$ cat config.mk
export PLATFORM = sky130hd
export DESIGN_NAME = tfv_value_config
export DESIGN_NICKNAME = d
export VERILOG_FILES = /design/src/tfv_value_config.v
export VERILOG_INCLUDE_DIRS = /design/src
export SDC_FILE = /design/constraint.sdc
export NUM_CORES = 1
export LEC_CHECK = 0
export BUFFER_PORTS_ARGS = -buffer_cell sky130_fd_sc_hd__buf_2
export CAP_MARGIN = 25
export CELL_PAD_IN_SITES_DETAIL_PLACEMENT = 1
export CELL_PAD_IN_SITES_GLOBAL_PLACEMENT = 1
export CORE_ASPECT_RATIO = 1.4
export CORE_MARGIN = 2
export CORE_UTILIZATION = 40
export DETAILED_ROUTE_END_ITERATION = 10
export PLACE_DENSITY_LB_ADDON = 0.05
export RECOVER_POWER = 25
export SYNTH_ARGS = -nofsm -noshare
export SYNTH_HDL_FRONTEND = slang
export SYNTH_SLANG_ARGS = --single-unit
$ cat constraint.sdc
create_clock -name clock_in -period 17.9 [get_ports clock_in]
set_input_delay 0.895 -clock clock_in [delete_from_list [all_inputs] [get_ports clock_in]]
set_output_delay 0.895 -clock clock_in [all_outputs]
set_load 0.02 [all_outputs]
$ cat src/tfv_regs.vh
`ifndef TFV_REGS_VH
`define TFV_REGS_VH
// ==========================================
// Register offsets
`define TFV_A_CFG 8'h00
`define TFV_A_FRAC 8'h06
`define TFV_A_FAN1 8'h08
`define TFV_A_FAN2 8'h09
`define TFV_A_T_LOC 8'h0a
`define TFV_A_T_R1 8'h0b
`define TFV_A_T_R2 8'h0c
`define TFV_A_OFS_LOC 8'h0d
`define TFV_A_OFS_R1 8'h0e
`define TFV_A_OFS_R2 8'h0f
`define TFV_A_SLOW1 8'h10
`define TFV_A_SLOW2 8'h11
`define TFV_A_LOC_UP 8'h14
`define TFV_A_LOC_LO 8'h15
`define TFV_A_LOC_CR 8'h16
`define TFV_A_R1_UP 8'h18
`define TFV_A_R1_LO 8'h19
`define TFV_A_R1_CR 8'h1a
`define TFV_A_R2_UP 8'h1c
`define TFV_A_R2_LO 8'h1d
`define TFV_A_R2_CR 8'h1e
// ==========================================
// Reset values (limits in degrees, 1 per LSB)
`define TFV_CFG_RST 8'h90
`define TFV_OFS_RST 8'h00
`define TFV_SLOW_RST 8'hff
`define TFV_LOC_UP_RST 8'h3c
`define TFV_LOC_LO_RST 8'h00
`define TFV_LOC_CR_RST 8'h46
`define TFV_REM_UP_RST 8'h50
`define TFV_REM_LO_RST 8'h00
`define TFV_REM_CR_RST 8'h64
`define TFV_ZERO8 8'h00
// ==========================================
// Configuration fields
`define TFV_B_MON 0
`define TFV_B_INTEN 1
`define TFV_B_SENSE 2
`define TFV_B_INV 3
`define TFV_B_FFEN 4
`define TFV_B_MAP_LO 5
`define TFV_B_MAP_HI 6
`define TFV_B_AUTO 7
`define TFV_MAP_SPLIT 2'h0
`define TFV_MAP_R1 2'h1
`define TFV_MAP_R2 2'h2
`define TFV_MAP_MAX 2'h3
`define TFV_SRC_LOC 2'h0
`define TFV_SRC_R1 2'h1
`define TFV_SRC_R2 2'h2
`define TFV_SRC_MAX 2'h3
// ==========================================
// Arithmetic limits and bus constants
`define TFV_TACH_SAT 8'hff
`define TFV_TEMP_MAX 8'h7f
`define TFV_TEMP_MIN 8'h80
`define TFV_DEV_ADDR 7'h2c
`define TFV_BIT_LAST 4'h8
`define TFV_BIT_ZERO 4'h0
`define TFV_BIT_ONE 4'h1
`endif

$ cat src/tfv_value_config.v
// Contract
// RULE_01 - Fan one and two tach counts at 0x08/0x09, readable and writable.
// RULE_02 - Upper eight bits of three temperature readings, read only, 0x0a-0x0c.
// RULE_03 - Read-only register with extra low-order temperature bits at 0x06.
// RULE_04 - Three writable temperature offsets, zero after power-on.
// RULE_05 - Tach count is pulse interval; count above slow limit flags slow fan.
// RULE_06 - Both fan slow limits reset to all ones.
// RULE_07 - On-chip limits default to 60, 0 and 70 degrees.
// RULE_08 - Remote one limits default to 80, 0 and 100 degrees.
// RULE_09 - Remote two limits default to 80, 0 and 100 degrees.
// RULE_10 - Config bit 0 runs measurement; resets to zero, stopped.
// RULE_11 - Config bit 1 enables interrupt output; resets to zero.
// RULE_12 - Config bit 2 selects digital tach or analog sense; resets zero.
// RULE_13 - Config bit 3 inverts both fan drive outputs; resets zero.
// RULE_14 - Config bit 4 enables fan-failure pin; resets to one.
// RULE_15 - Automatic mode: bits 6-5 map channels to fans, 11 uses hottest.
// RULE_16 - Software mode: 00 direct duty, 11 target speeds.
// RULE_17 - Config bit 7 selects automatic control; resets to one.
// RULE_18 - Configuration register loads 0x90 at power-on.
// RULE_19 - Tach count saturates at 255 when no valid interval is seen.
// RULE_20 - Tach count above limit raises interrupt when the output is enabled.
// RULE_21 - Limits and offsets are signed eight-bit, one degree per LSB.
`timescale 1ns/1ps
`default_nettype none
`include "tfv_regs.vh"
module tfv_value_config (
	input wire clock_in, // 200 MHz device clock
	input wire rst_in, // Synchronous reset, high
	input wire scl_in, // Management bus clock pin
	input wire sda_in, // Management bus data pin level
	output reg sda_out, // Data pin drive level, always low
	output reg sda_oe_out, // Data pin pull-down enable
	input wire [15:0] fan1_interval_in, // Fan one pulse interval
	input wire [15:0] fan2_interval_in, // Fan two pulse interval
	input wire [1:0] fan_valid_in, // Interval update strobes
	input wire [1:0] fan_stall_in, // No pulse seen, per fan
	input wire [7:0] temp_loc_in, // On-chip reading, upper bits
	input wire [7:0] temp_r1_in, // Remote one reading
	input wire [7:0] temp_r2_in, // Remote two reading
	input wire [7:0] temp_frac_in, // Low-order resolution bits
	input wire temp_valid_in, // Temperature update strobe
	input wire [1:0] fan_drive_in, // Raw fan drive waveforms
	output reg [1:0] fan_drive_out, // Fan drive after polarity
	output reg monitor_enable_out, // Measurement running
	output reg speed_sense_select_out, // 1 = analog sense inputs
	output reg fan_fault_enable_out, // Fan-failure pin enabled
	output reg automatic_control_select_out, // 1 = automatic
	output reg [1:0] fan1_source_out, // Channel steering fan one
	output reg [1:0] fan2_source_out, // Channel steering fan two
	output reg [7:0] fan1_control_temp_out, // Temperature for fan one
	output reg [7:0] fan2_control_temp_out, // Temperature for fan two
	output reg sw_duty_mode_out, // Software programs duty
	output reg sw_speed_mode_out, // Software programs speed
	output reg [1:0] fan_slow_out, // Count above slow limit
	output reg [2:0] temp_high_out, // Above upper limit
	output reg [2:0] temp_low_out, // Below lower limit
	output reg [2:0] temp_crit_out, // Above critical limit
	output reg int_n_out // Interrupt, active low
);
	localparam ST_IDLE = 4'h0;
	localparam ST_ADDR = 4'h1;
	localparam ST_ADDR_ACK = 4'h2;
	localparam ST_CMD = 4'h3;
	localparam ST_CMD_ACK = 4'h4;
	localparam ST_WDATA = 4'h5;
	localparam ST_WDATA_ACK = 4'h6;
	localparam ST_RDATA = 4'h7;
	localparam ST_RDATA_ACK = 4'h8;

	// ==========================================
	// Helper functions
	// Signed add that clips instead of wrapping
	function [7:0] tfv_sat_add;
		input [7:0] a;
		input [7:0] b;
		reg [8:0] s;
		begin
			s = {a[7], a} + {b[7], b};
			if (s[8] != s[7]) begin
				tfv_sat_add = s[8] ? `TFV_TEMP_MIN : `TFV_TEMP_MAX;
			end else begin
				tfv_sat_add = s[7:0];
			end
		end
	endfunction

	function tfv_gt;
		input [7:0] a;
		input [7:0] b;
		begin
			tfv_gt = $signed(a) > $signed(b);
		end
	endfunction

	function [7:0] tfv_max;
		input [7:0] a;
		input [7:0] b;
		begin
			tfv_max = tfv_gt(a, b) ? a : b;
		end
	endfunction

	// Interval to count, pinned at full scale
	function [7:0] tfv_tach;
		input [15:0] iv;
		input stall;
		begin
			if (stall || (iv[15:8] != `TFV_ZERO8)) begin
				tfv_tach = `TFV_TACH_SAT; // RULE_19
			end else begin
				tfv_tach = iv[7:0];
			end
		end
	endfunction

	// ==========================================
	// Register storage
	reg [7:0] cfg;
	reg [7:0] frac;
	reg [7:0] fan1_cnt;
	reg [7:0] fan2_cnt;
	reg [7:0] t_loc;
	reg [7:0] t_r1;
	reg [7:0] t_r2;
	reg [7:0] ofs_loc;
	reg [7:0] ofs_r1;
	reg [7:0] ofs_r2;
	reg [7:0] slow1;
	reg [7:0] slow2;
	reg [7:0] loc_up;
	reg [7:0] loc_lo;
	reg [7:0] loc_cr;
	reg [7:0] r1_up;
	reg [7:0] r1_lo;
	reg [7:0] r1_cr;
	reg [7:0] r2_up;
	reg [7:0] r2_lo;
	reg [7:0] r2_cr;

	// Bus slave state
	reg scl_s1, scl_s2, scl_d;
	reg sda_s1, sda_s2, sda_d;
	reg [3:0] state;
	reg [3:0] bitcnt;
	reg [7:0] sr;
	reg [7:0] tx;
	reg [7:0] pointer;
	reg rw;
	reg wr_stb;
	reg [7:0] wr_data;
	reg [7:0] rd_data;

	wire scl_rise = scl_s2 & ~scl_d;
	wire scl_fall = ~scl_s2 & scl_d;
	wire bus_start = scl_s2 & scl_d & sda_d & ~sda_s2;
	wire bus_stop = scl_s2 & scl_d & ~sda_d & sda_s2;

	// ==========================================
	// Pin synchronisers, idle high
	always @(posedge clock_in) begin
		if (rst_in) begin
			scl_s1 <= 1'b1;
			scl_s2 <= 1'b1;
			scl_d <= 1'b1;
			sda_s1 <= 1'b1;
			sda_s2 <= 1'b1;
			sda_d <= 1'b1;
		end else begin
			scl_s1 <= scl_in;
			scl_s2 <= scl_s1;
			scl_d <= scl_s2;
			sda_s1 <= sda_in;
			sda_s2 <= sda_s1;
			sda_d <= sda_s2;
		end
	end

	// ==========================================
	// Byte-level slave: address, command byte, data bytes
	// Pointer does not advance, so repeated bytes hit one register
	always @(posedge clock_in) begin
		if (rst_in) begin
			state <= ST_IDLE;
			bitcnt <= `TFV_BIT_ZERO;
			sr <= `TFV_ZERO8;
			tx <= `TFV_ZERO8;
			pointer <= `TFV_ZERO8;
			rw <= 1'b0;
			wr_stb <= 1'b0;
			wr_data <= `TFV_ZERO8;
			sda_out <= 1'b0;
			sda_oe_out <= 1'b0;
		end else begin
			wr_stb <= 1'b0;
			if (bus_start) begin
				state <= ST_ADDR;
				bitcnt <= `TFV_BIT_ZERO;
				sda_oe_out <= 1'b0;
			end else if (bus_stop) begin
				state <= ST_IDLE;
				sda_oe_out <= 1'b0;
			end else if (scl_rise) begin
				case (state)
				ST_ADDR, ST_CMD, ST_WDATA, ST_RDATA: begin
					sr <= {sr[6:0], sda_s2};
					bitcnt <= bitcnt + `TFV_BIT_ONE;
				end
				ST_RDATA_ACK: begin
					sr <= {sr[6:0], sda_s2};
				end
				default: begin
				end
				endcase
			end else if (scl_fall) begin
				case (state)
				ST_ADDR: begin
					if (bitcnt == `TFV_BIT_LAST) begin
						if (sr[7:1] == `TFV_DEV_ADDR) begin
							rw <= sr[0];
							sda_oe_out <= 1'b1;
							state <= ST_ADDR_ACK;
						end else begin
							state <= ST_IDLE;
						end
					end
				end
				ST_ADDR_ACK: begin
					bitcnt <= `TFV_BIT_ZERO;
					if (rw) begin
						tx <= rd_data;
						sda_oe_out <= ~rd_data[7];
						state <= ST_RDATA;
					end else begin
						sda_oe_out <= 1'b0;
						state <= ST_CMD;
					end
				end
				ST_CMD: begin
					if (bitcnt == `TFV_BIT_LAST) begin
						pointer <= sr;
						sda_oe_out <= 1'b1;
						state <= ST_CMD_ACK;
					end
				end
				ST_CMD_ACK, ST_WDATA_ACK: begin
					bitcnt <= `TFV_BIT_ZERO;
					sda_oe_out <= 1'b0;
					state <= ST_WDATA;
				end
				ST_WDATA: begin
					if (bitcnt == `TFV_BIT_LAST) begin
						wr_stb <= 1'b1;
						wr_data <= sr;
						sda_oe_out <= 1'b1;
						state <= ST_WDATA_ACK;
					end
				end
				ST_RDATA: begin
					if (bitcnt == `TFV_BIT_LAST) begin
						sda_oe_out <= 1'b0;
						state <= ST_RDATA_ACK;
					end else begin
						sda_oe_out <= ~tx[3'h7 - bitcnt[2:0]];
					end
				end
				ST_RDATA_ACK: begin
					// Host low means it wants another byte
					if (!sr[0]) begin
						bitcnt <= `TFV_BIT_ZERO;
						tx <= rd_data;
						sda_oe_out <= ~rd_data[7];
						state <= ST_RDATA;
					end else begin
						state <= ST_IDLE;
					end
				end
				default: begin
					state <= ST_IDLE;
				end
				endcase
			end
		end
	end

	// ==========================================
	// Read mux; unmapped offsets read zero
	always @* begin
		case (pointer)
		`TFV_A_CFG: rd_data = cfg;
		`TFV_A_FRAC: rd_data = frac; // RULE_03
		`TFV_A_FAN1: rd_data = fan1_cnt; // RULE_01
		`TFV_A_FAN2: rd_data = fan2_cnt; // RULE_01
		`TFV_A_T_LOC: rd_data = t_loc; // RULE_02
		`TFV_A_T_R1: rd_data = t_r1; // RULE_02
		`TFV_A_T_R2: rd_data = t_r2; // RULE_02
		`TFV_A_OFS_LOC: rd_data = ofs_loc;
		`TFV_A_OFS_R1: rd_data = ofs_r1;
		`TFV_A_OFS_R2: rd_data = ofs_r2;
		`TFV_A_SLOW1: rd_data = slow1;
		`TFV_A_SLOW2: rd_data = slow2;
		`TFV_A_LOC_UP: rd_data = loc_up;
		`TFV_A_LOC_LO: rd_data = loc_lo;
		`TFV_A_LOC_CR: rd_data = loc_cr;
		`TFV_A_R1_UP: rd_data = r1_up;
		`TFV_A_R1_LO: rd_data = r1_lo;
		`TFV_A_R1_CR: rd_data = r1_cr;
		`TFV_A_R2_UP: rd_data = r2_up;
		`TFV_A_R2_LO: rd_data = r2_lo;
		`TFV_A_R2_CR: rd_data = r2_cr;
		default: rd_data = `TFV_ZERO8;
		endcase
	end

	// ==========================================
	// Writable registers; read-only offsets ignore writes
	always @(posedge clock_in) begin
		if (rst_in) begin
			cfg <= `TFV_CFG_RST; // RULE_18
			ofs_loc <= `TFV_OFS_RST; // RULE_04
			ofs_r1 <= `TFV_OFS_RST; // RULE_04
			ofs_r2 <= `TFV_OFS_RST; // RULE_04
			slow1 <= `TFV_SLOW_RST; // RULE_06
			slow2 <= `TFV_SLOW_RST; // RULE_06
			loc_up <= `TFV_LOC_UP_RST; // RULE_07
			loc_lo <= `TFV_LOC_LO_RST; // RULE_07
			loc_cr <= `TFV_LOC_CR_RST; // RULE_07
			r1_up <= `TFV_REM_UP_RST; // RULE_08
			r1_lo <= `TFV_REM_LO_RST; // RULE_08
			r1_cr <= `TFV_REM_CR_RST; // RULE_08
			r2_up <= `TFV_REM_UP_RST; // RULE_09
			r2_lo <= `TFV_REM_LO_RST; // RULE_09
			r2_cr <= `TFV_REM_CR_RST; // RULE_09
		end else if (wr_stb) begin
			case (pointer)
			`TFV_A_CFG: cfg <= wr_data;
			`TFV_A_OFS_LOC: ofs_loc <= wr_data;
			`TFV_A_OFS_R1: ofs_r1 <= wr_data;
			`TFV_A_OFS_R2: ofs_r2 <= wr_data;
			`TFV_A_SLOW1: slow1 <= wr_data;
			`TFV_A_SLOW2: slow2 <= wr_data;
			`TFV_A_LOC_UP: loc_up <= wr_data;
			`TFV_A_LOC_LO: loc_lo <= wr_data;
			`TFV_A_LOC_CR: loc_cr <= wr_data;
			`TFV_A_R1_UP: r1_up <= wr_data;
			`TFV_A_R1_LO: r1_lo <= wr_data;
			`TFV_A_R1_CR: r1_cr <= wr_data;
			`TFV_A_R2_UP: r2_up <= wr_data;
			`TFV_A_R2_LO: r2_lo <= wr_data;
			`TFV_A_R2_CR: r2_cr <= wr_data;
			default: begin
			end
			endcase
		end
	end

	// ==========================================
	// Measurement registers; fresh data beats a host write
	always @(posedge clock_in) begin
		if (rst_in) begin
			fan1_cnt <= `TFV_TACH_SAT;
			fan2_cnt <= `TFV_TACH_SAT;
			t_loc <= `TFV_ZERO8;
			t_r1 <= `TFV_ZERO8;
			t_r2 <= `TFV_ZERO8;
			frac <= `TFV_ZERO8;
		end else begin
			if (cfg[`TFV_B_MON] && fan_valid_in[0]) begin
				fan1_cnt <= tfv_tach(fan1_interval_in, fan_stall_in[0]); // RULE_10
			end else if (wr_stb && pointer == `TFV_A_FAN1) begin
				fan1_cnt <= wr_data; // RULE_01
			end
			if (cfg[`TFV_B_MON] && fan_valid_in[1]) begin
				fan2_cnt <= tfv_tach(fan2_interval_in, fan_stall_in[1]); // RULE_10
			end else if (wr_stb && pointer == `TFV_A_FAN2) begin
				fan2_cnt <= wr_data; // RULE_01
			end
			if (cfg[`TFV_B_MON] && temp_valid_in) begin
				t_loc <= temp_loc_in; // RULE_10
				t_r1 <= temp_r1_in;
				t_r2 <= temp_r2_in;
				frac <= temp_frac_in;
			end
		end
	end

	// ==========================================
	// Offset-corrected temperatures, signed
	wire [7:0] e_loc = tfv_sat_add(t_loc, ofs_loc); // RULE_21
	wire [7:0] e_r1 = tfv_sat_add(t_r1, ofs_r1); // RULE_21
	wire [7:0] e_r2 = tfv_sat_add(t_r2, ofs_r2); // RULE_21
	wire [7:0] e_max = tfv_max(e_loc, tfv_max(e_r1, e_r2));
	wire [1:0] slow = {fan2_cnt > slow2, fan1_cnt > slow1}; // RULE_05
	wire [1:0] map = cfg[`TFV_B_MAP_HI:`TFV_B_MAP_LO];
	reg [1:0] next_src1;
	reg [1:0] next_src2;

	// Automatic channel steering per fan
	always @* begin
		case (map) // RULE_15
		`TFV_MAP_SPLIT: begin
			next_src1 = `TFV_SRC_R1;
			next_src2 = `TFV_SRC_R2;
		end
		`TFV_MAP_R1: begin
			next_src1 = `TFV_SRC_R1;
			next_src2 = `TFV_SRC_R1;
		end
		`TFV_MAP_R2: begin
			next_src1 = `TFV_SRC_R2;
			next_src2 = `TFV_SRC_R2;
		end
		default: begin
			next_src1 = `TFV_SRC_MAX;
			next_src2 = `TFV_SRC_MAX;
		end
		endcase
	end

	// ==========================================
	// Registered outputs toward pins and the control loop
	always @(posedge clock_in) begin
		if (rst_in) begin
			fan_drive_out <= 2'h0;
			monitor_enable_out <= 1'b0;
			speed_sense_select_out <= 1'b0;
			fan_fault_enable_out <= 1'b1;
			automatic_control_select_out <= 1'b1;
			fan1_source_out <= `TFV_SRC_R1;
			fan2_source_out <= `TFV_SRC_R2;
			fan1_control_temp_out <= `TFV_ZERO8;
			fan2_control_temp_out <= `TFV_ZERO8;
			sw_duty_mode_out <= 1'b0;
			sw_speed_mode_out <= 1'b0;
			fan_slow_out <= 2'h0;
			temp_high_out <= 3'h0;
			temp_low_out <= 3'h0;
			temp_crit_out <= 3'h0;
			int_n_out <= 1'b1;
		end else begin
			fan_drive_out <= fan_drive_in ^ {2{cfg[`TFV_B_INV]}}; // RULE_13
			monitor_enable_out <= cfg[`TFV_B_MON]; // RULE_10
			speed_sense_select_out <= cfg[`TFV_B_SENSE]; // RULE_12
			fan_fault_enable_out <= cfg[`TFV_B_FFEN]; // RULE_14
			automatic_control_select_out <= cfg[`TFV_B_AUTO]; // RULE_17
			fan1_source_out <= next_src1;
			fan2_source_out <= next_src2;
			fan1_control_temp_out <= (next_src1 == `TFV_SRC_MAX) ? e_max : e_r1;
			case (next_src2)
			`TFV_SRC_R1: fan2_control_temp_out <= e_r1;
			`TFV_SRC_R2: fan2_control_temp_out <= e_r2;
			default: fan2_control_temp_out <= e_max;
			endcase
			if (next_src1 == `TFV_SRC_R2) begin
				fan1_control_temp_out <= e_r2;
			end
			// Codes 01 and 10 in software mode fall back to direct duty
			sw_duty_mode_out <= ~cfg[`TFV_B_AUTO] & (map != `TFV_MAP_MAX); // RULE_16
			sw_speed_mode_out <= ~cfg[`TFV_B_AUTO] & (map == `TFV_MAP_MAX); // RULE_16
			fan_slow_out <= slow; // RULE_05
			temp_high_out <= {tfv_gt(e_r2, r2_up), tfv_gt(e_r1, r1_up),
				tfv_gt(e_loc, loc_up)}; // RULE_21
			temp_low_out <= {tfv_gt(r2_lo, e_r2), tfv_gt(r1_lo, e_r1),
				tfv_gt(loc_lo, e_loc)}; // RULE_21
			temp_crit_out <= {tfv_gt(e_r2, r2_cr), tfv_gt(e_r1, r1_cr),
				tfv_gt(e_loc, loc_cr)}; // RULE_21
			// Level interrupt; follows the counts, no latch here
			int_n_out <= ~(cfg[`TFV_B_INTEN] & (|slow)); // RULE_11 RULE_20
		end
	end
endmodule
`default_nettype wire

==> results of run 1 <==
area by class of cell:
cell class	instances	area (um2)	area share, %
clock buffer	37	786	4.69
sequential	257	5150	30.7
inverter	115	432	2.58
tap	467	584	3.49
clock inverter	17	165	0.985
multi-input combinational	1388	8730	52.1
timing repair buffer	159	913	5.45
per-stage QoR:
stage / area, um2 / worst slack, ns / total power, mW
after detailed placement: 15800 / 10.87 / 0.611
after floorplan: 14800 / 11.43 / 0.599
final: 16800 / 10.58 / 1.20
after CTS: 16800 / 10.81 / 1.21
after global placement: 15800 / 11.13 / 0.611
after global routing: 16800 / 9.89 / 1.24
power groups by stage:
stage	Sequential, mW	Combinational [mW]	Clock (mW)
after floorplan	0.586	0.0125	0
after global placement	0.586	0.0248	0
after detailed placement	0.586	0.0251	0
after CTS	0.574	0.0252	0.616
after global routing	0.573	0.0271	0.640
final	0.574	0.0246	0.607
cell usage after synthesis, types with 8 or more instances:
cell type  count  share of area (%)
ha_1         133                 11
dfxtp_1      257                 35
nor2b_1       23               0.98
clkbuf_1      91                2.3
nand4_1       33                1.4
buf_2         10               0.34
mux2i_1       37                2.5
or2_2         11               0.47
nor2_1       108                2.7
a21o_1        19               0.97
a211oi_1       8               0.41
nand2_1      280                7.1
a22oi_1       40                2.0
o21a_1        25                1.3
nor3_1        32                1.1
a21oi_1      176                6.0
inv_1        114                2.9
o22ai_1       30                1.3
a222oi_1      16                1.1
nand2b_1      20               0.85
o21ai_0       48                1.6
xnor2_1        8               0.47
nand3_1      179                6.1
xor2_1         8               0.47
o211ai_1      23                1.2
cells by family (layout without fill, tap and decap cells):
group                      after synthesis  in the layout
DFF                                    257            257
muxes                                   45             45
AOI/OAI and AO/OA                      459            459
and+or+nand+nor                        728            728
xor gates and xnor gates                16             16
other                                    1              1
adders and majority gates              139            139
buffers and inverters                  226            328
routing by layer:
layer	track usage, %	up-vias	share of wire [%]
li1	-	6846	-
met1	37.3	7200	41
met2	53.8	461	49
met4	13.3	2	4.4
met3	2.90	112	5.1
met5	0	-	0.022
how the worst max path moves through the flow:
stage	start	end	depth (start not counted)
floorplan	t_r2[2]	fan1_control_temp_out[4]	31
global placement	t_r1[2]	fan1_control_temp_out[7]	32
detailed placement	t_r2[2]	fan1_control_temp_out[6]	33
CTS	t_r2[2]	fan1_control_temp_out[6]	33
global route	t_r1[2]	fan1_control_temp_out[6]	31
finish	t_r2[2]	fan1_control_temp_out[6]	33
worst max-delay path, delay by kind of cell, from the launching register on:
family | cells | cell delay (ns)
adders and majority gates | 4 | 1.40
xor gates and xnor gates | 1 | 0.15
AOI/OAI and AO/OA | 17 | 3.21
muxes | 1 | 0.38
and+or+nand+nor | 5 | 0.69
buffers and inverters | 5 | 0.90
DFF | 1 | 0.34
==> qor.txt, run 1 <==
Fillcell total - 4550
Core ar. - 36600 um2
CTS H-tree lvls - 1
Adder-Cell Fraction of Synth Area - 11.9%
Clock Root Buffer - clkbuf_16
Count of input and output buffers - 115
VDD IR max - 72.0 uV
Fmax - 137 MHz
Initial core utilization - 40.4%
CTS clock-pin slew for the worst setup and hold paths - 0.06 ns
Row cnt - 83
Psw - 282 uW
R2R depth - 33
Leak pwr - 7.13 nW
Drt wl/cell - 24.3 um
Crit share post-route - 40.9%
Ys async rst share - 0%
Hold path start - sda_s1
RSZ-0062 raised after global routing - no
Slew headroom - -133%
Worst min-delay path class - register to register
Antenna Nets Post-Route - 0
Critical R2R Capture - fan1_control_temp_out[6]
DP Cell Count - 2381
Post-CTS Resized - 0
Fin crit period - 7.32 ns
CP required - 18.23 ns
Synth Warn # - 0
P_int - 923 uW
Mux share of post-synthesis cell area - 3.27%
Post-synth design cell area - 14800 um2
Fin. max-slew vios - 187
Share of power burned in registers - 47.6%
Final count of hold timing violations - 0
Vias - 14621
Logic pwr share - 2.0%
Critical path arrival - 7.65 ns
Number of global-route vias before repair - 14630
Total power per unit cell area - 71.9 nW/um2
Slew @ Worst Pin - 3.50 ns
CTS tree - built
Finished Core Util - 45.9%
Post-Synth Simple-Gate Area - 22.9%
Clock Skews - 0.0101 ns
Share of layout cells above drive strength 1 - 10.9%
Status - finished with violations
Most common cell after layout, fill and taps aside - nand2_1
Synth Instances - 1871
Net count, final - 2161
DRT Wirelength - 59200 um
Max cap viols - 3
Setup Viol. Count Final - 0
Post-synth EDFFs - 0
Post-route insts no fill - 2440
Critical Path Start Type - register
Clk sink count - 257
WHS Endpoint - sda_s2
P&R area growth vs syn - 13.6%
Residual DRC - 0
Largest net degree at the start of global routing - 75
Post-Syn Nets - 2082
Violated checks - max-capacitance violations, max-slew violations
CP max FO - 19
Sw Share - 23.4%
Post-Synth XOR/XNOR Area - 0.950%
Ant. Diodes - 0
Hold WS - 0.411 ns
Crit-path max cell delay - 0.43 ns
Synth Area per Inst - 7.89 um2
#FFs+latches synth - 257
First-pass GRT wire length - 89700 um
Cell variety after synth - 82
Reg2Reg Setup Slack - 10.58 ns
Die Area - 38500 um2
R2r startpoint - t_r2[2]
Placer Congestion - 0.975
Worst Hold Depth - 1
Clock group share of total power - 50.4%
Sequential fraction of the synthesis area - 34.9%
Setup TNS Final - 0 ns
Worst skew pair latency - 0.58 ns
Largest family of logic cells by synthesized area - simple AND/OR/NAND/NOR gates
Die Y-Extent - 231 um
Worst Setup End Kind - register
Initial antenna violation count - 1
Critical-path cell with the highest stage delay - ha_1
Synth Flop Type - dfxtp_1
Setup CP Type - register to register
Iteration-0 DRC Markers - 1090
Chip width - 166 um
CTS Buffer Depth - 3
CTS buffer count - 29
Iteration count of the initial detailed-routing pass - 6
Via/cell ratio - 5.99
# IOs - 117
Post-synthesis compound-gate area fraction - 20.1%
Highest-count cells in the layout ignoring fill and taps - nand2_1, dfxtp_1, nand3_1, a21oi_1, ha_1
Hold Buf Count CTS - 0
Post-detail-place hpwl - 44500 um
Post-CTS Setup Bufs - 0
Grt ovf - 0
GRT Overall Usage - 30.3%
Power figures use the tool's default switching activity.
==> run 2: changes to the inputs <==
--- a/config.mk
+++ b/config.mk
@@ -6,6 +6,7 @@
 export SDC_FILE = /design/constraint.sdc
 export NUM_CORES = 1
 export LEC_CHECK = 0
+export ABC_AREA = 1
 export BUFFER_PORTS_ARGS = -buffer_cell sky130_fd_sc_hd__buf_2
 export CAP_MARGIN = 25
 export CELL_PAD_IN_SITES_DETAIL_PLACEMENT = 1
==> constraint.sdc (replaced) <==
create_clock -name clock_in -period 7.65 [get_ports clock_in]
set_input_delay 0.3825 -clock clock_in [delete_from_list [all_inputs] [get_ports clock_in]]
set_output_delay 0.3825 -clock clock_in [all_outputs]
set_load 0.02 [all_outputs]
==> run 2 against run 1 <==
Compared with the run above: the run still ends with max-capacitance violations, max-slew violations left; wire length is 3.4% lower; critical path depth is 2 higher; total power grew to 2.5 times the previous value; register-to-register slack worse by 9.4 ns; cell count is 4.2% higher; first-iteration DRC count is 25% lower; sequential power is 130% higher; critical path type unchanged.
==> qor.txt, run 2 <==
Post-synth top area cell - dfxtp_1
Psw - 669 uW (+140%)
P&R area growth vs syn - 14.6%
Cell variety after synth - 64 (-22%)
First-pass GRT wire length - 87600 um (-2.4%)
Fmax - 156 MHz (+14%)
DRT Wirelength - 57200 um (-3.4%)
Setup TNS Final - 0 ns (unchanged)
Fin. max-slew vios - 71 (-62%)
Leak pwr - 7.58 nW (+6.4%)
CTS Buffer Depth - 3 (unchanged)
Synth top area share - 35.4% (+0.49 points)
Slew headroom - -162% (-29 points)
Fillcell total - 4522 (-0.62%)
Commonest cells post-synth - inv_1, dfxtp_1, a21oi_1, o21ai_0, nand2_1
Post-synth design cell area - 14600 um2 (-1.4%)
Core ar. - 35800 um2 (-2.0%)
Iteration-0 DRC Markers - 813 (-25%)
Worst setup path end - fan2_control_temp_out[4]
Total power per unit cell area - 182 nW/um2 (+150%)
RSZ-0062 raised after global routing - no
Worst min-delay path class - input port to register
Most numerous cell in the Yosys netlist - inv_1
Share of layout cells above drive strength 1 - 10.5% (-0.47 points)
Max cap viols - 1 (-2)
Critical path arrival - 6.66 ns (-0.99 ns)
Sw Share - 22.0% (-1.5 points)
Clock Root Buffer - clkbuf_16
VDD IR max - 168 uV (+130%)
R2r startpoint - t_r2[2]
Synth Area per Inst - 7.43 um2 (-5.7%)
Vias - 14375 (-1.7%)
Setup CP Type - register to register
Chip width - 165 um (-0.67%)
Worst Setup End Kind - register
Number of global-route vias before repair - 14723 (+0.64%)
Grt ovf - 0 (unchanged)
Synth Warn # - 0 (unchanged)
Fin crit period - 6.42 ns (-0.896 ns)
Violated checks - max-capacitance violations, max-slew violations
CTS tree - built
Setup Viol. Count Final - 0 (unchanged)
P_int - 2.37 mW (+160%)
Post-synth EDFFs - 0 (unchanged)
# IOs - 117 (unchanged)
CTS clock-pin slew for the worst setup and hold paths - 0.07 ns (about the same)
Post-DP Area - 15600 um2 (-1.2%)
Critical Path Start Type - register
CTS buffer count - 29 (unchanged)
Highest-count cells in the layout ignoring fill and taps - inv_1, dfxtp_1, a21oi_1, o21ai_0, nand2_1
CP max FO - 9 (-10)
Largest net degree at the start of global routing - 100 (+33%)
Synth top area cells - dfxtp_1, ha_1, inv_1
Antenna Nets Post-Route - 0 (unchanged)
Final Cell Area - 16700 um2 (-0.49%)
Initial core utilization - 40.6% (+0.28 points)
Net count, final - 2270 (+5.0%)
CP required - 7.89 ns (-10.34 ns)
Cell mode on critical path - nand2_1
Worst Hold Depth - 3 (+2)
Critical R2R Capture - fan2_control_temp_out[4]
Post-detail-place hpwl - 43700 um (-1.7%)
DP Cell Count - 2488 (+4.5%)
Iteration count of the initial detailed-routing pass - 4 (-2)
Worst setup startpoint - t_r2[2]
CTS H-tree lvls - 1 (unchanged)
Slew @ Worst Pin - 3.94 ns (+0.436 ns)
Ys async rst share - 0% (unchanged)
Row cnt - 82 (-1.2%)
Reg2Reg Setup Slack - 1.23 ns (-9.35 ns)
Worst skew pair latency - 0.58 ns (about the same)
Synth Instances - 1957 (+4.6%)
Critical-path cell with the highest stage delay - ha_1
Post-CTS Resized - 0 (unchanged)
Share of power burned in registers - 44.1% (-3.5 points)
Placer Congestion - 0.930 (-4.6%)
Drt wl/cell - 22.5 um (-7.3%)
Residual DRC - 0 (unchanged)
Synth Flop Type - dfxtp_1
Most common cell after layout, fill and taps aside - inv_1
Initial antenna violation count - 0 (-1)
GRT Overall Usage - 30.4% (+0.13 points)
Ant. Diodes - 0 (unchanged)
Clk sink count - 257 (unchanged)
Logic pwr share - 2.6% (+0.6 points)
Post-route insts no fill - 2543 (+4.2%)
#FFs+latches synth - 257 (unchanged)
Die Y-Extent - 230 um (-0.68%)
Clock Skews - 0.0286 ns (+0.0185 ns)
Post-Syn Nets - 2168 (+4.1%)
Count of input and output buffers - 115 (unchanged)
Status - finished with violations
Sequential fraction of the synthesis area - 35.4% (+0.49 points)
Finished Core Util - 46.6% (+0.73 points)
Final count of hold timing violations - 0 (unchanged)
Clock group share of total power - 53.2% (+2.8 points)
Crit-path max cell delay - 0.44 ns (about the same)
Crit share post-route - 83.9% (+43 points)
R2R depth - 35 (+6.1%)
Die Area - 37900 um2 (-1.3%)
Via/cell ratio - 5.65 (-5.7%)
## run 2: cell types whose count changed after synthesis, sizes merged, moves of 37 or more
cell   before  now
nand3     179   71
nor2      109  167
a22oi      40    3
mux2i      37    0
nand2     280  235
o21ai      54  217
inv       115  309
a21oi     176  228
## run 2: cell type report
cell class	count	area (um2)	area share, %
Tap cell	462	578	3.47
Inverter	311	1170	7.01
Clock inverter	17	298	1.79
Multi-Input combinational cell	1320	7950	47.6
Clock buffer	36	792	4.75
Sequential cell	257	5140	30.8
Timing Repair Buffer	140	751	4.50
## run 2: metrics by stage
stage | worst slack (ns) | total power [mW] | hold slack [ns]
6_report | 1.23 | 3.04 | 0.0524
3_3_place_gp | 1.62 | 1.45 | 0.393
2_1_floorplan | 2.25 | 1.42 | 0.389
3_5_place_dp | 1.36 | 1.45 | 0.398
5_1_grt | 0.560 | 3.13 | 0.0785
4_1_cts | 1.32 | 3.07 | 0.0336
## run 2: per-layer routing
metal / GRT usage (%) / up-vias / wire length (um)
met3: 3.70 / 133 / 2540
met1: 36.3 / 6964 / 23500
met2: 54.2 / 372 / 28400
li1: - / 6906 / -
met5: 0 / - / 0
met4: 13.0 / 0 / 2740
## run 2: timing repair
action / in CTS / in global routing
hold endpoints to repair: 2 / 0
hold buffers: 2 / 0
setup endpoints to repair: 0 / 0
buffers inserted: 0 / 0
## run 2: power by group through the flow
stage	combinational, mW	sequential [mW]	clock [mW]
after floorplan	0.0440	1.37	0
after global placement	0.0750	1.37	0
after detailed placement	0.0771	1.37	0
after CTS	0.0785	1.34	1.65
after global routing	0.0899	1.34	1.69
final	0.0797	1.34	1.62
## run 2: worst min path at each step
stage / end / startpoint
finish: t_r1[4] / temp_r1_in[4]
global route: t_loc[3] / temp_loc_in[3]
CTS: t_r1[4] / temp_r1_in[4]
detailed placement: scl_s2 / scl_s1
global placement: sda_s2 / sda_s1
floorplan: scl_s2 / scl_s1
## run 2: kinds of logic after synthesis
group / synth area share, %
flops: 35.4
other cells: 0.0258
xor+xnor: 0.843
compound gates: 24.0
buf+inv: 10.0
fa+ha+maj: 11.8
simple gates: 17.9
## run 2: critical path, delay by kind of cell, from the launching register on
| family | cells | cell delay (ns) |
|---|---|---|
| xor+xnor | 1 | 0.18 |
| compound gates | 8 | 1.24 |
| simple gates | 19 | 2.46 |
| flops | 1 | 0.33 |
| buf+inv | 3 | 0.44 |
| fa+ha+maj | 4 | 1.45 |
==> run 3: changes to the inputs <==
==> constraint.sdc (replaced) <==
create_clock -name clock_in -period 6.4 [get_ports clock_in]
set_input_delay 0.32 -clock clock_in [delete_from_list [all_inputs] [get_ports clock_in]]
set_output_delay 0.32 -clock clock_in [all_outputs]
set_load 0.02 [all_outputs]
==> run 3 against run 2 <==
Compared with the run above: the flow still finishes with violations (max-capacitance violations, max-slew violations); first-iteration DRC count shrank 2.6%; global-route usage rose by 0.61 points; maximum frequency grew 11%.
==> qor.txt, run 3 (synthesis gave the netlist of run 2 again) <==
Status - finished with violations
Violated checks - max-capacitance violations, max-slew violations
CP required - 6.88 ns (-1.01 ns)
Psw - 784 uW (+17%)
CTS buffer count - 28 (-3.4%)
Setup Viol. Count Final - 0 (unchanged)
RSZ-0062 raised after global routing - no
Total power - 3.39 mW (+12%)
Share of layout cells above drive strength 1 - 10.8% (+0.27 points)
Post-detail-place hpwl - 44900 um (+2.8%)
Cell mode on critical path - nand2_1
Worst Setup End Kind - register
Fin. max-slew vios - 81 (+14%)
Worst min-delay path class - input port to register
Row cnt - 82 (unchanged)
Setup TNS Final - 0 ns (unchanged)
CTS tree - built
Total power per unit cell area - 204 nW/um2 (+12%)
Iteration count of the initial detailed-routing pass - 5 (+1)
Vias - 14515 (+0.97%)
CTS clock-pin slew for the worst setup and hold paths - 0.07 ns (about the same)
CTS Buffer Depth - 3 (unchanged)
Leak pwr - 7.55 nW (-0.37%)
Clock group share of total power - 49.8% (-3.4 points)
Initial core utilization - 40.6% (unchanged)
Clock Root Buffer - clkbuf_16
Drt wl/cell - 22.9 um (+1.9%)
Critical path arrival - 6.28 ns (-0.38 ns)
Buf+Inv Stages, Crit Path - 4 (+1)
Net count, final - 2283 (+0.57%)
Fmax - 173 MHz (+11%)
First-pass GRT wire length - 88400 um (+0.98%)
Highest-count cells in the layout ignoring fill and taps - inv_1, dfxtp_1, a21oi_1, o21ai_0, nand2_1
Clock Skews - 0.0304 ns (+0.00186 ns)
Residual DRC - 0 (unchanged)
Delay-heaviest family, CP - simple AND/OR/NAND/NOR gates
Slew @ Worst Pin - 2.87 ns (-1.06 ns)
Share of power burned in registers - 47.3% (+3.2 points)
DRT Wirelength - 58600 um (+2.4%)
Count of input and output buffers - 115 (unchanged)
P_int - 2.61 mW (+9.9%)
Worst skew pair latency - 0.58 ns (about the same)
Slew headroom - -92.6% (+70 points)
# IOs - 117 (unchanged)
GRT Overall Usage - 31.0% (+0.61 points)
Max cap viols - 1 (unchanged)
CP max FO - 9 (unchanged)
Die Area - 37900 um2 (unchanged)
Placer Congestion - 0.953 (+2.4%)
Finished Core Util - 46.5% (about the same)
CTS H-tree lvls - 1 (unchanged)
Grt ovf - 0 (unchanged)
Antenna Nets Post-Route - 0 (unchanged)
Crit share post-route - 90.5% (+6.6 points)
Most common cell after layout, fill and taps aside - inv_1
VDD IR max - 207 uV (+23%)
Iteration-0 DRC Markers - 792 (-2.6%)
Logic pwr share - 2.9% (+0.3 points)
Critical-path cell with the highest stage delay - ha_1
Initial antenna violation count - 0 (unchanged)
Fin crit period - 5.79 ns (-0.628 ns)
Critical Path Start Type - register
Final count of hold timing violations - 0 (unchanged)
Sw Share - 23.1% (+1.1 points)
Setup CP Type - register to register
P&R area growth vs syn - 14.5% (about the same)
Clk sink count - 257 (unchanged)
Number of global-route vias before repair - 14951 (+1.5%)
Via/cell ratio - 5.68 (+0.46%)
Core ar. - 35800 um2 (unchanged)
Crit-path max cell delay - 0.37 ns (-0.07 ns)
Die Y-Extent - 230 um (unchanged)
Chip width - 165 um (unchanged)
Largest net degree at the start of global routing - 81 (-19%)
run 3: stage by stage:
stage          area, um2  worst slack, ns  std cells  hold WS [ns]
2_1_floorplan      14600             1.00       1957         0.389
3_3_place_gp       15600            0.401       2491         0.391
3_5_place_dp       15600            0.228       2491         0.400
4_1_cts            16700            0.193       2551       0.00215
5_1_grt            16700           0.0518       2555        0.0237
6_report           16700            0.607       2556        0.0117
run 3: area by class of cell:
cell class	instances	area [um2]
antenna	1	2.50
clock inverter	12	140
sequential	257	5140
clock buffer	39	812
inverter	311	1170
multi-input combinational	1320	7970
tap	462	578
fill	4550	19100
timing repair buffer	154	848
run 3: path summary, 6_finish.rpt:
path	from	to	slack (ns)	cells after the start
hold reg to reg	scl_s1	scl_s2	0.41	1
hold / removal	temp_loc_in[0]	t_loc[0]	0.01	3
setup / recovery	t_r1[2]	fan1_control_temp_out[0]	0.61	34
setup reg to reg	t_r1[2]	fan1_control_temp_out[0]	0.61	34
run 3: power groups by stage:
stage / Clock [mW] / Sequential (mW) / Combinational [mW]
after floorplan: 0 / 1.64 / 0.0526
after global placement: 0 / 1.64 / 0.0906
after detailed placement: 0 / 1.64 / 0.0931
after CTS: 1.72 / 1.61 / 0.0978
after global routing: 1.78 / 1.61 / 0.111
final: 1.69 / 1.61 / 0.0982
run 3: worst register-to-register path, delay by kind of cell, from the launching register on:
family / cells / cell delay, ns
buffers and inverters: 4 / 0.56
XOR/XNOR: 1 / 0.21
flip-flops: 1 / 0.33
adder cells (fa/ha/maj): 4 / 1.33
AND/OR/NAND/NOR: 15 / 1.86
AO/OA/AOI/OAI: 10 / 1.42
run 3: what timing repair did:
item,in CTS,in global routing
hold buffers,9,0
setup endpoints to repair,0,16
resized for setup,0,5
endpoints found under the hold margin,9,0
buffers inserted,0,3
run 3: metal layers:
| layer | global-route usage [%] | share of wire, % | up-vias |
|---|---|---|---|
| li1 | - | - | 6914 |
| met1 | 36.7 | 41 | 7133 |
| met2 | 54.7 | 50 | 333 |
| met3 | 3.21 | 3.1 | 135 |
| met4 | 16.2 | 5.7 | 0 |
| met5 | 0 | 0 | - |
